[src/rtl/pgr_pkg.sv]
// Constants shared by the program counter and general register file.
// Assumes a single 20 MHz clock and an APB master on the register side.
package pgr_pkg;

    localparam int DATA_W = 16;
    localparam int NUM_REGS = 16;
    localparam int ADDR_W = 4;
    localparam int APB_AW = 12;

    // Register offsets on the APB side, byte addresses.
    localparam logic [11:0] OFS_CTRL = 12'h000;
    localparam logic [11:0] OFS_PC2 = 12'h004;
    localparam logic [11:0] OFS_PC1 = 12'h008;
    localparam logic [11:0] OFS_RDIDX = 12'h00C;

    localparam logic CTRL_CONSOLE_RST = 1'b0;
    localparam logic [15:0] PC_RST = 16'h0000;

    // Status word bit positions.
    localparam int PS_CUR_HI = 15;
    localparam int PS_CUR_LO = 14;
    localparam int PS_PREV_HI = 13;
    localparam int PS_PREV_LO = 12;
    localparam int PS_SET = 11;

    // Address-select field codes.
    localparam logic [2:0] PAD_AA = 3'h0;
    localparam logic [2:0] PAD_AB = 3'h1;
    localparam logic [2:0] PAD_CC = 3'h2;
    localparam logic [2:0] PAD_UNUSED = 3'h3;
    localparam logic [2:0] PAD_ODD = 3'h4;
    localparam logic [2:0] PAD_BB = 3'h5;
    localparam logic [2:0] PAD_OFF = 3'h6;
    localparam logic [2:0] PAD_DD = 3'h7;

    // Second-stage load codes.
    localparam logic [1:0] PCB_ALWAYS = 2'h1;
    localparam logic [1:0] PCB_IF_SRC = 2'h2;
    localparam logic [1:0] PCB_IF_DST = 2'h3;

    localparam logic [2:0] IDX_PC = 3'h7;
    localparam logic [2:0] IDX_SP = 3'h6;
    localparam logic [2:0] IDX_C = 3'h5;

endpackage : pgr_pkg

[src/rtl/pgr_rf_if.sv]
// Carrier between the selection logic and the duplicated register storage.
// Assumes both ends share the block clock.
interface pgr_rf_if #(
    parameter int DW = 16
);
    logic [3:0] src_addr;
    logic [3:0] dst_addr;
    logic [DW-1:0] wdata;
    logic wr_lo_n;
    logic wr_hi_n;
    logic [DW-1:0] src_rdata;
    logic [DW-1:0] dst_rdata;

    modport ctrl (
        output src_addr, dst_addr, wdata, wr_lo_n, wr_hi_n,
        input src_rdata, dst_rdata
    );
    modport store (
        input src_addr, dst_addr, wdata, wr_lo_n, wr_hi_n,
        output src_rdata, dst_rdata
    );
endinterface : pgr_rf_if

[src/rtl/pgr_regstore.sv]
// Two storage copies of the general registers with byte write enables.
// Assumes write enables are already gated against register 7.
module pgr_regstore #(
    parameter int DW = 16,
    parameter int DEPTH = 16
) (
    input wire logic pclk,
    input wire logic presetn,
    pgr_rf_if.store rif
);
    import pgr_pkg::*;

    logic [DW-1:0] src_copy_q [DEPTH];
    logic [DW-1:0] dst_copy_q [DEPTH];

    if (DEPTH != (1 << ADDR_W) || DW % 8 != 0) begin : g_bad_size
        $error("pgr_regstore: depth must be 16 and width whole bytes");
    end

    // Both copies are written from one address and one value, so they never differ.
    always_ff @(posedge pclk or negedge presetn) begin
        if (!presetn) begin
            for (int i = 0; i < DEPTH; i++) begin
                src_copy_q[i] <= '0;
                dst_copy_q[i] <= '0;
            end
        end else begin
            if (!rif.wr_lo_n) begin
                src_copy_q[rif.dst_addr][7:0] <= rif.wdata[7:0]; // [RULE7] [RULE8]
                dst_copy_q[rif.dst_addr][7:0] <= rif.wdata[7:0]; // [RULE10]
            end
            if (!rif.wr_hi_n) begin
                src_copy_q[rif.dst_addr][DW-1:8] <= rif.wdata[DW-1:8]; // [RULE7]
                dst_copy_q[rif.dst_addr][DW-1:8] <= rif.wdata[DW-1:8]; // [RULE10]
            end
        end
    end

    // Reads use independent addresses and are combinational.
    assign rif.src_rdata = src_copy_q[rif.src_addr]; // [RULE8] [RULE21]
    assign rif.dst_rdata = dst_copy_q[rif.dst_addr]; // [RULE6]

endmodule : pgr_regstore

[src/rtl/pgr_top.sv]
// Program counter stages, read address selection and general registers.
// Assumes phase pulses and microword fields come from logic on pclk.
//
// What this block does
// RULE1: First stage loads ALU result at T5 when enabled.
// RULE2: Second stage copies first at T1 per code.
// RULE3: Specifier seven always means the hardware counter.
// RULE4: Specifier six selects mode stack pointer 6/16/17; input B outside console mode gives 16 in user mode.
// RULE5: Specifiers zero to five pick set by bit 11.
// RULE6: Sixteen registers in two read copies, seven excluded.
// RULE7: Every write updates both copies identically.
// RULE8: Independent read addresses, shared write address.
// RULE9: Register seven reads return the second stage.
// RULE10: Separate active-low byte enables; four-bit addresses.
// RULE11: Microprogram never issues select value three.
// RULE12: Select six drives all read index bits low. The code drives bits 2:0 low and takes bit 3 from the set bit of input C.
// RULE13: Select field picks A, B, C, D inputs.
// RULE14: Input A from source field with mode bit.
// RULE15: Select four ORs force-odd into A bit zero.
// RULE16: Input B from destination field with conditions.
// RULE17: Input C presents constant index five.
// RULE18: Input D presents six or seven by bit 15.
// RULE19: Bit 14 marks supervisor or user mode.
// RULE20: Bit 11 is the register set selector.
// RULE21: Read data is combinational from current addresses.
//
// Local design decisions: register access over APB and the register addresses.
module pgr_top #(
    parameter int DATA_W = pgr_pkg::DATA_W
) (
    input wire logic pclk,
    input wire logic presetn,
    input wire logic psel,
    input wire logic penable,
    input wire logic pwrite,
    input wire logic [pgr_pkg::APB_AW-1:0] paddr,
    input wire logic [31:0] pwdata,
    input wire logic [3:0] pstrb,
    output logic [31:0] prdata,
    output logic pready,
    output logic pslverr,
    input wire logic phase_t1,
    input wire logic phase_t5,
    input wire logic [DATA_W-1:0] alu_result,
    input wire logic pc_stage_one_load,
    input wire logic [1:0] pc_stage_two_code,
    input wire logic [15:0] instruction_reg,
    input wire logic i_class,
    input wire logic microword_write_qualifier,
    input wire logic move_previous,
    input wire logic [15:0] status_word,
    input wire logic [2:0] addr_select,
    input wire logic force_odd_index,
    input wire logic low_byte_write_enable_n,
    input wire logic high_byte_write_enable_n,
    input wire logic [DATA_W-1:0] shifter_unit,
    output logic [DATA_W-1:0] pc_stage_two,
    output logic [DATA_W-1:0] src_read_data,
    output logic [DATA_W-1:0] dst_read_data,
    output logic [3:0] src_reg_index,
    output logic [3:0] dst_reg_index,
    output logic first_stage_load_strobe,
    output logic second_stage_load_strobe
);
    import pgr_pkg::*;

    if (DATA_W != 16) begin : g_bad_width
        $error("pgr_top: the datapath is sixteen bits wide");
    end

    ////////////////////////////////////////////////////////////////////////////////
    // Route function: picks {is_pc, set, index} for one multiplexer.

    function automatic logic [4:0] route(
        input logic [2:0] pad,
        input logic is_dst,
        input logic [4:0] in_a,
        input logic [4:0] in_b,
        input logic [4:0] in_c,
        input logic [4:0] in_d
    );
        logic [4:0] r;
        r = in_a;
        case (pad)
            PAD_AA, PAD_ODD: r = in_a; // [RULE13]
            PAD_AB: r = is_dst ? in_b : in_a; // [RULE13]
            PAD_CC: r = in_c; // [RULE13]
            PAD_BB: r = in_b; // [RULE13]
            PAD_DD: r = in_d; // [RULE13]
            PAD_OFF: r = {1'b0, in_c[3], 3'h0}; // [RULE12]
            default: r = in_a;
        endcase
        return r;
    endfunction : route

    ////////////////////////////////////////////////////////////////////////////////
    // Program counter stages.

    logic [DATA_W-1:0] pc_stage_one_q;
    logic [DATA_W-1:0] pc_stage_two_q;
    logic [2:0] src_field;
    logic [2:0] dst_field;
    logic pcb_cond;

    assign src_field = instruction_reg[8:6];
    assign dst_field = instruction_reg[2:0];

    always_comb begin
        case (pc_stage_two_code)
            PCB_ALWAYS: pcb_cond = 1'b1; // [RULE2]
            PCB_IF_SRC: pcb_cond = (src_field == IDX_PC); // [RULE2]
            PCB_IF_DST: pcb_cond = (dst_field == IDX_PC)
                && !(i_class && microword_write_qualifier); // [RULE2]
            default: pcb_cond = 1'b0;
        endcase
    end

    assign first_stage_load_strobe = phase_t5 && pc_stage_one_load;
    assign second_stage_load_strobe = phase_t1 && pcb_cond;

    // The ALU is the only source of the first stage.
    always_ff @(posedge pclk or negedge presetn) begin
        if (!presetn) begin
            pc_stage_one_q <= PC_RST;
        end else if (first_stage_load_strobe) begin
            pc_stage_one_q <= alu_result; // [RULE1]
        end
    end

    // The second stage sees nothing but the first stage.
    always_ff @(posedge pclk or negedge presetn) begin
        if (!presetn) begin
            pc_stage_two_q <= PC_RST;
        end else if (second_stage_load_strobe) begin
            pc_stage_two_q <= pc_stage_one_q; // [RULE1] [RULE2]
        end
    end

    assign pc_stage_two = pc_stage_two_q;

    ////////////////////////////////////////////////////////////////////////////////
    // Mode decode and multiplexer inputs.

    logic console_q;
    logic mode_cur_hi;
    logic mode_super_user;
    logic reg_set;
    logic dst_mode0;
    logic set_a;
    logic set_b;
    logic set_force;
    logic [2:0] idx_a;
    logic [2:0] idx_b;
    logic [4:0] in_a;
    logic [4:0] in_b;
    logic [4:0] in_c;
    logic [4:0] in_d;
    logic [4:0] src_route;
    logic [4:0] dst_route;

    assign mode_cur_hi = status_word[PS_CUR_HI];
    assign mode_super_user = status_word[PS_CUR_LO]; // [RULE19]
    assign reg_set = status_word[PS_SET]; // [RULE20]
    assign dst_mode0 = (instruction_reg[5:3] == 3'h0);

    // Low registers follow the set bit; register 6 in super or user uses set one.
    assign set_a = !console_q && ((reg_set && src_field < IDX_SP)
        || (mode_super_user && src_field == IDX_SP)); // [RULE4] [RULE5]
    assign set_b = !console_q && ((reg_set && dst_field < IDX_SP)
        || (mode_super_user && dst_field == IDX_SP)
        || (move_previous && microword_write_qualifier
            && dst_field >= IDX_SP && mode_super_user)); // [RULE4] [RULE5]
    assign set_force = (console_q && instruction_reg[3])
        || (move_previous && dst_mode0 && dst_field == IDX_SP
            && microword_write_qualifier && status_word[PS_PREV_LO]);

    always_comb begin
        idx_a = {src_field[2:1], 1'b0};
        if (instruction_reg[6]) begin
            idx_a[0] = 1'b1; // [RULE14]
        end else begin
            idx_a[0] = mode_cur_hi && src_field[2:1] == 2'b11; // [RULE14] [RULE4]
        end
        if (addr_select == PAD_ODD) begin
            idx_a[0] = idx_a[0] | force_odd_index; // [RULE15]
        end
    end

    // In console mode, the odd partner of a destination register 6 selects the user or previous stack; otherwise bit zero follows destination field bit zero.
    always_comb begin
        idx_b = {dst_field[2:1], 1'b0};
        if (instruction_reg[0]) begin
            idx_b[0] = 1'b1; // [RULE16]
        end else if (!console_q || dst_field != IDX_SP) begin
            idx_b[0] = 1'b0; // [RULE16]
        end else if (move_previous && dst_mode0) begin
            idx_b[0] = status_word[PS_PREV_HI]; // [RULE16]
        end else begin
            idx_b[0] = mode_cur_hi; // [RULE16]
        end
    end

    assign in_a = {src_field == IDX_PC, set_a | set_force, idx_a}; // [RULE3]
    assign in_b = {dst_field == IDX_PC, set_b | set_force, idx_b}; // [RULE3]
    assign in_c = {1'b0, reg_set | set_force, IDX_C}; // [RULE17]
    assign in_d = {1'b0, mode_super_user | set_force, IDX_SP[2:1], mode_cur_hi}; // [RULE18]

    // Select value three is never issued; it falls back to input A.
    assign src_route = route(addr_select, 1'b0, in_a, in_b, in_c, in_d); // [RULE11]
    assign dst_route = route(addr_select, 1'b1, in_a, in_b, in_c, in_d);

    assign src_reg_index = src_route[3:0];
    assign dst_reg_index = dst_route[3:0];

    ////////////////////////////////////////////////////////////////////////////////
    // Storage and read path.

    pgr_rf_if #(.DW(DATA_W)) rif ();

    assign rif.src_addr = src_route[3:0]; // [RULE8]
    assign rif.dst_addr = dst_route[3:0]; // [RULE8]
    assign rif.wdata = shifter_unit;
    // Writes aimed at the counter never reach storage.
    assign rif.wr_lo_n = low_byte_write_enable_n | dst_route[4]; // [RULE3] [RULE10]
    assign rif.wr_hi_n = high_byte_write_enable_n | dst_route[4]; // [RULE3] [RULE10]

    pgr_regstore #(
        .DW(DATA_W),
        .DEPTH(NUM_REGS)
    ) u_store (
        .pclk(pclk),
        .presetn(presetn),
        .rif(rif)
    );

    // The counter reads return the second stage instead of a stored copy.
    assign src_read_data = src_route[4] ? pc_stage_two_q : rif.src_rdata; // [RULE9] [RULE21]
    assign dst_read_data = dst_route[4] ? pc_stage_two_q : rif.dst_rdata; // [RULE9] [RULE21]

    ////////////////////////////////////////////////////////////////////////////////
    // APB slave: zero wait states, read data captured in the setup cycle.

    logic apb_setup;
    logic apb_access;
    logic addr_hit;
    logic [31:0] rd_d;

    assign apb_setup = psel && !penable;
    assign apb_access = psel && penable;
    assign pready = 1'b1;

    always_comb begin
        addr_hit = 1'b1;
        rd_d = 32'h0000_0000;
        case (paddr)
            OFS_CTRL: rd_d = {31'h0000_0000, console_q};
            OFS_PC2: rd_d = {16'h0000, pc_stage_two_q};
            OFS_PC1: rd_d = {16'h0000, pc_stage_one_q};
            OFS_RDIDX: rd_d = {14'h0000, dst_route[4], src_route[4],
                4'h0, dst_route[3:0], 4'h0, src_route[3:0]};
            default: addr_hit = 1'b0;
        endcase
    end

    always_ff @(posedge pclk or negedge presetn) begin
        if (!presetn) begin
            prdata <= 32'h0000_0000;
        end else if (apb_setup) begin
            prdata <= pwrite ? 32'h0000_0000 : rd_d;
        end
    end

    assign pslverr = apb_access && !addr_hit;

    always_ff @(posedge pclk or negedge presetn) begin
        if (!presetn) begin
            console_q <= CTRL_CONSOLE_RST;
        end else if (apb_access && pwrite && paddr == OFS_CTRL && pstrb[0]) begin
            console_q <= pwdata[0];
        end
    end
endmodule : pgr_top

[config.mk]
export PLATFORM = sky130hd
export DESIGN_NAME = pgr_top
export DESIGN_NICKNAME = d
export VERILOG_FILES = /design/src/rtl/pgr_pkg.sv /design/src/rtl/pgr_rf_if.sv /design/src/rtl/pgr_regstore.sv /design/src/rtl/pgr_top.sv
export SDC_FILE = /design/constraint.sdc
export NUM_CORES = 1
export LEC_CHECK = 0
export BUFFER_PORTS_ARGS = -buffer_cell sky130_fd_sc_hd__buf_2
export CORE_MARGIN = 2
export CORE_UTILIZATION = 62
export DETAILED_ROUTE_END_ITERATION = 10
export PLACE_DENSITY = 0.87
export SLEW_MARGIN = 20
export SYNTH_ARGS = -nofsm -noshare
export SYNTH_HDL_FRONTEND = slang
export SYNTH_SLANG_ARGS = --single-unit
export TNS_END_PERCENT = 50
[constraint.sdc]
create_clock -name pclk -period 7.22 [get_ports pclk]
set_clock_uncertainty 0.1 [all_clocks]
set_input_delay 1.083 -clock pclk [delete_from_list [all_inputs] [get_ports pclk]]
set_output_delay 1.083 -clock pclk [all_outputs]
set_load 0.1 [all_outputs]
---- Yosys cells after proc, flatten, opt, wreduce, memory -nomap -nowiden ----
Cells that the tools add are included.
word-level totals
  bits in registers ....................... 577
  latch bits .............................. 0
  bits in writable memories ............... 0
  bits in read-only memories .............. 0
  output and inout bits ................... 92
  memories ................................ 0
cells by class
  add/sub/neg operators ................... 0
  multiply operators ...................... 0
  div/mod/pow operators ................... 0
  $lt $le $gt $ge ......................... 6
  equal/unequal tests ..................... 18
  shift operators ......................... 0
  mux-type cells .......................... 31
  bitwise operators ....................... 9
  reduce and logical (&&, ||, !) cells .... 39
operators with widths
  cell                   count
  $bwmux W256            4
  $mux W256              4
  $bmux W16 S4           2
  $demux W16 S4          2
  $mux W16               7
  $pmux W18 S4           1
  $pmux W5 S4            2
  $mux W32               1
  $logic_and A1 B1 Y1    26
  $eq A12 B4 Y1 const B  2
  $eq A3 B3 Y1 const B   8
  $eq A12 B3 Y1 const B  1
  $logic_not A12 Y1      1
  $ge A5 B5 Y1 const B   2
  $not A4 Y5             2
  $mux W8                1
  $or A1 B1 Y1           7
  $eq A2 B2 Y1 const B   3
  $lt A3 B3 Y1 const B   2
  $mux W1                6
  $logic_or A1 B1 Y1     5
  $lt A5 B1 Y1 const B   1
  $logic_not A1 Y1       4
  $reduce_or A4 Y1       1
  other kinds (8)        8

---- Longest topological paths before layout ----
  depth in word-level cells ............... 17
  depth in mapped cells ................... 13

---- Cells and area by module ----
From an unflattened synthesis, not the netlist that was laid out.
second synthesis, totals
  cell total of the unflattened synthesis .. 1,171
  area, all modules ....................... 16,863.7 sq um
by module, submodules not included
  module        times used  cells each  area each (sq um)  sequential area each (sq um)
  pgr_regstore  1           860         13,659.4           6,406.1
  pgr_top       1           311         3,204.3            1,276.2

---- Least setup slack after synthesis ----
No wires, ideal clock.
  path kind ............................... input -> output
  start ................................... in instruction_reg[1]
  end ..................................... out src_read_data[0]
  arrival ................................. 5.128 ns
  path slack .............................. 0.909 ns
  stages .................................. 9
  buffers on the path ..................... 1
  path through ............................ and2_1 > clkbuf_1 > a311o_1 > a211oi_1 > a21oi_1 > a41o_1 > nor2_2 > nand3_1 > o21ai_0
on the way
  word-level cells in the longest chain between the ends .. 12
ends and longest elaborated chain
  item                                                              line                            text
  from (decl)                                                       pgr_top.sv:47                   input wire logic [15:0] instruction_reg,
  $lt A3 B3 Y1, or another cell as far along                        pgr_top.sv:169                  assign set_b = !console_q && ((reg_set && dst_field < IDX_SP)
  $logic_and A1 B1 Y1, on equally long branches                     --
  $logic_or A1 B1 Y1, or another cell as far along                  pgr_top.sv:170                  || (mode_super_user && dst_field == IDX_SP)
  $logic_or A1 B1 Y1 / $logic_and A1 B1 Y1 (equally long branches)  pgr_top.sv:171, pgr_top.sv:175
  $logic_and A1 B1 Y1 / $logic_or A1 B1 Y1 (equally long branches)  pgr_top.sv:169, pgr_top.sv:174
  $or A1 B1 Y1, on equally long branches                            --
  $pmux W5 S4 *                                                     pgr_top.sv:84                   case (pad)
  named net src_reg_index[3]                                        pgr_top.sv:60                   output logic [3:0] src_reg_index,
  $not A4 Y5 (not written as such) *                                pgr_regstore.sv:40              assign rif.src_rdata = src_copy_q[rif.src_addr];
  $bmux W16 S4 *                                                    pgr_regstore.sv:40
  $mux W16 (not written as such) * (2 in a row)                     pgr_regstore.sv:40
  $mux W16 *                                                        pgr_top.sv:237                  assign src_read_data = src_route[4] ? pc_stage_two_q : rif.src_rdata;
  to (decl)                                                         pgr_top.sv:58                   output logic [DATA_W-1:0] src_read_data,
The timed path passes the listed nets; every way through them passes the cells marked *. The select of a mux whose other input is x is not followed.

---- Final worst setup path ----
  start ................................... in addr_select[0]
  end ..................................... out dst_read_data[15]
on the way
  word-level cells in the longest chain between the ends .. 8
ends and longest elaborated chain
  item                                                line                text
  from (decl)                                         pgr_top.sv:52       input wire logic [2:0] addr_select,
  $eq A3 B3 Y1, or another cell as far along          pgr_top.sv:184      if (addr_select == PAD_ODD) begin
  $mux W1 / $reduce_or A2 Y1 (equally long branches)  --
  $pmux W5 S4 *                                       pgr_top.sv:84
  $not A4 Y5 (not written as such)                    pgr_regstore.sv:41  assign rif.dst_rdata = dst_copy_q[rif.dst_addr];
  $bmux W16 S4                                        pgr_regstore.sv:41
  $mux W16 (not written as such) (2 in a row)         pgr_regstore.sv:41
  $mux W16 *                                          pgr_top.sv:238      assign dst_read_data = dst_route[4] ? pc_stage_two_q : rif.dst_rdata;
  to (decl)                                           pgr_top.sv:59       output logic [DATA_W-1:0] dst_read_data,
Mark *: on every way between the ends. The rest lies on a longest branch, timed or not. The select of a mux whose other input is x is not followed.

==> metrics.csv <==
stage;metric;value;unit
grt;grt_pass1_wl;79700;um
sta;holdWs;0.373;ns
flow_run;drv_cap;0;
die;io_pins;223;
yosys;synth_cell_type_count;61;
power;p_leak;8.68;nW
sta;fmax;172;MHz
sta;rsz0062_at_grt;no;
die;die_x;171;um
worst_hold_path;hold_path.class;register to register;
detailed_routing;drt_iter0_markers;1882;
die;die_y;171;um
sta;setup_tns;0;ns
sta;maxSlewViolCount;0;
worst_setup_path;endpoint_kind;output port;
detailed_routing;totalWireLength;51700;um
detailed_routing;routed_via_density;6.96;
worst_setup_path;arrival;4.63;ns
sta;post-route-period-util;0.805;
grt;groute.usage.overall;0.353;
sta;worst_pin_slew;1.11;ns
die;die_area;29100;um^2
grt;grt_max_degree;141;
final_layout;area_growth;11.7;%
cts;ctsResizeCount;0;
worst_setup_path;critPathMaxFanout;19;
sta;maxSlewHeadroom;0.257;
detailed_routing;wl_per_cell;24.9;um
cts;cts_root_buffer;clkbuf_16;
worst_setup_path;slowest_delay;0.58;ns
yosys;synth.avg_cell_area;10.9;um^2
yosys;syn_area;17200;um^2
worst_setup_path;required;6.04;ns
yosys;ys.warnings.count;0;
cts;tritoncts;done;
grt;grt-ovfl-total;0;
yosys;synth-seq-area-share;0.447;
cts;clkTransAtPathRegs;0.06;ns
detailed_routing;ant_nets;0;
sta;period_needed;5.81;ns
cts;numClockSinks;307;
power;fin_total_pwr;6.91;mW
cts;clkLatencyLatePin;0.51;ns
die;placementRows;60;
worst_setup_path;crit_path_top_delay_cell;nand2_1;
placed_design;gp_congestion;0.930;
detailed_routing;drc;0;
cts;post_cts_buffers;0;
status;status;finished, final reports clean;
final_layout;nets;1814;
cts;ctsHoldBuffers;0;
yosys;synth_flop_cell;dfrtp_1;
yosys;ys_ff_latch;307;
detailed_routing;vias;14500;
worst_setup_path;startpoint_type;input port;
grt;grt_pass1_vias;14400;
die;coreArea;27100;um^2
final_layout;utilization;0.709;
placed_design;hpwl;32700;um
power;ir_drop;0.000163;V
final_layout;mostFrequentLayoutCells;dfrtp_1 (307), mux2_2 (186), nand2_1 (182);
power;power_density;360;nW/um^2
sta;setup_violations;0;
detailed_routing;drtPass1Iterations;6;
die;start_util;0.635;
grt;antenna_found_initial;0;
sta;hold_viol;0;
cts;clockBufferDepth;3;
yosys;synth_edf_count;0;
placed_design;dpl-instance-area;18100;um^2
placed_design;portBuffers;155;
worst_setup_path;crit_path_cell_trace;buf_2 -> mux2_2 -> o21ai_4 -> inv_2 -> nand2_1 -> buf_4 -> a21o_1 -> a21oi_1 -> nor3_1 -> a221o_1 -> buf_2;
cts;cts_buffers;34;
final_layout;drive_gt1_frac;0.280;
worst_setup_path;critPathKind;input port to output port;
final_layout;final_common_cell;dfrtp_1;
final_layout;final_area;19200;um^2
cts;htree_levels;2;
worst_setup_path;cpMostUsedCell;buf_2;
yosys;synthCells;1581;
yosys;async_reset_ff_frac;1.00;
-- layout make-up --
cell class                      instances  area [um^2]
Sequential cell                       307         7680
Clock buffer                           51         1020
Timing Repair Buffer                  179          991
Antenna cell                            1         2.50
Fill cell                            1798         7890
Tap cell                              372          465
Inverter                               10         37.5
Clock inverter                          7         92.6
Multi-Input combinational cell       1151         8930
-- critical path: cells and delay by family --
family,cells,cell delay [ns]
AO/OA/AOI/OAI,4,0.76
AND/OR/NAND/NOR,2,0.99
buffers and inverters,4,1.34
multiplexers,1,0.41
-- synth_stat cells (all sizes together), types with 7 or more instances --
library cell  number  area, um^2
and3              15        93.8
a221o             12         120
nor2b              8        50.1
o21ba             12         120
a21oi             71         355
o21ai             44         231
a22oi             33         248
o2111ai           16         140
buf               62         408
o22ai             25         156
nand3             98         531
a2111oi           15         131
nor4               7        43.8
a22o              13         114
a32oi             18         158
mux2             294        3310
nor2              46         348
nand4              7        43.8
a21o              27         203
nor3              19        95.1
clkbuf            64         240
mux2i            123        1230
inv                8        30.0
dfrtp            307        7680
nand2            194         758
-- flip-flops by register name, summed over array words and instances, names as in the netlist --
signal,count
u_store.src_copy_q,240
prdata,18
pc_stage_one_q,16
pc_stage_two,16
u_store.dst_copy_q,16
console_q,1
-- metal layers --
layer,track usage,routed length (um),vias up,part of all wire
met2,0.543,23200,1068,0.45
met5,0,0,-,0
met3,0.0914,6240,269,0.12
li1,-,-,6046,-
met4,0.203,2910,0,0.056
met1,0.453,19400,7089,0.37
-- cells by family after synthesis --
| logic type | synth area share |
|---|---|
| compound gates | 0.125 |
| flops | 0.447 |
| buf+inv | 0.0399 |
| other cells | 0.000436 |
| mux | 0.267 |
| simple gates | 0.121 |
-- stage by stage --
step / std cells / setup WS [ns]
2_1_floorplan: 1594 / 0.909
3_3_place_gp: 2019 / 1.52
3_5_place_dp: 2019 / 1.51
4_1_cts: 2077 / 1.55
5_1_grt: 2077 / 1.23
6_report: 2078 / 1.41
-- where the power goes --
part / switching [mW] / internal, mW
combinational: 1.55 / 0.834
clock: 0.689 / 1.04
sequential: 0.500 / 2.30
-- worst paths after layout --
kind,start,endpoint,slack (ns),cells past startpoint
worst max-delay path,addr_select[0],dst_read_data[15],1.41,11
worst max register to register,console_q,u_store.src_copy_q[86],3.67,8
worst min-delay path,prdata[5],prdata[5],0.37,2
worst min register to register,prdata[5],prdata[5],0.37,2
min in group asynchronous,presetn,pc_stage_two[12],0.53,1
max in group asynchronous,presetn,u_store.src_copy_q[77],5.17,2
(Power assumes the default switching activity.)
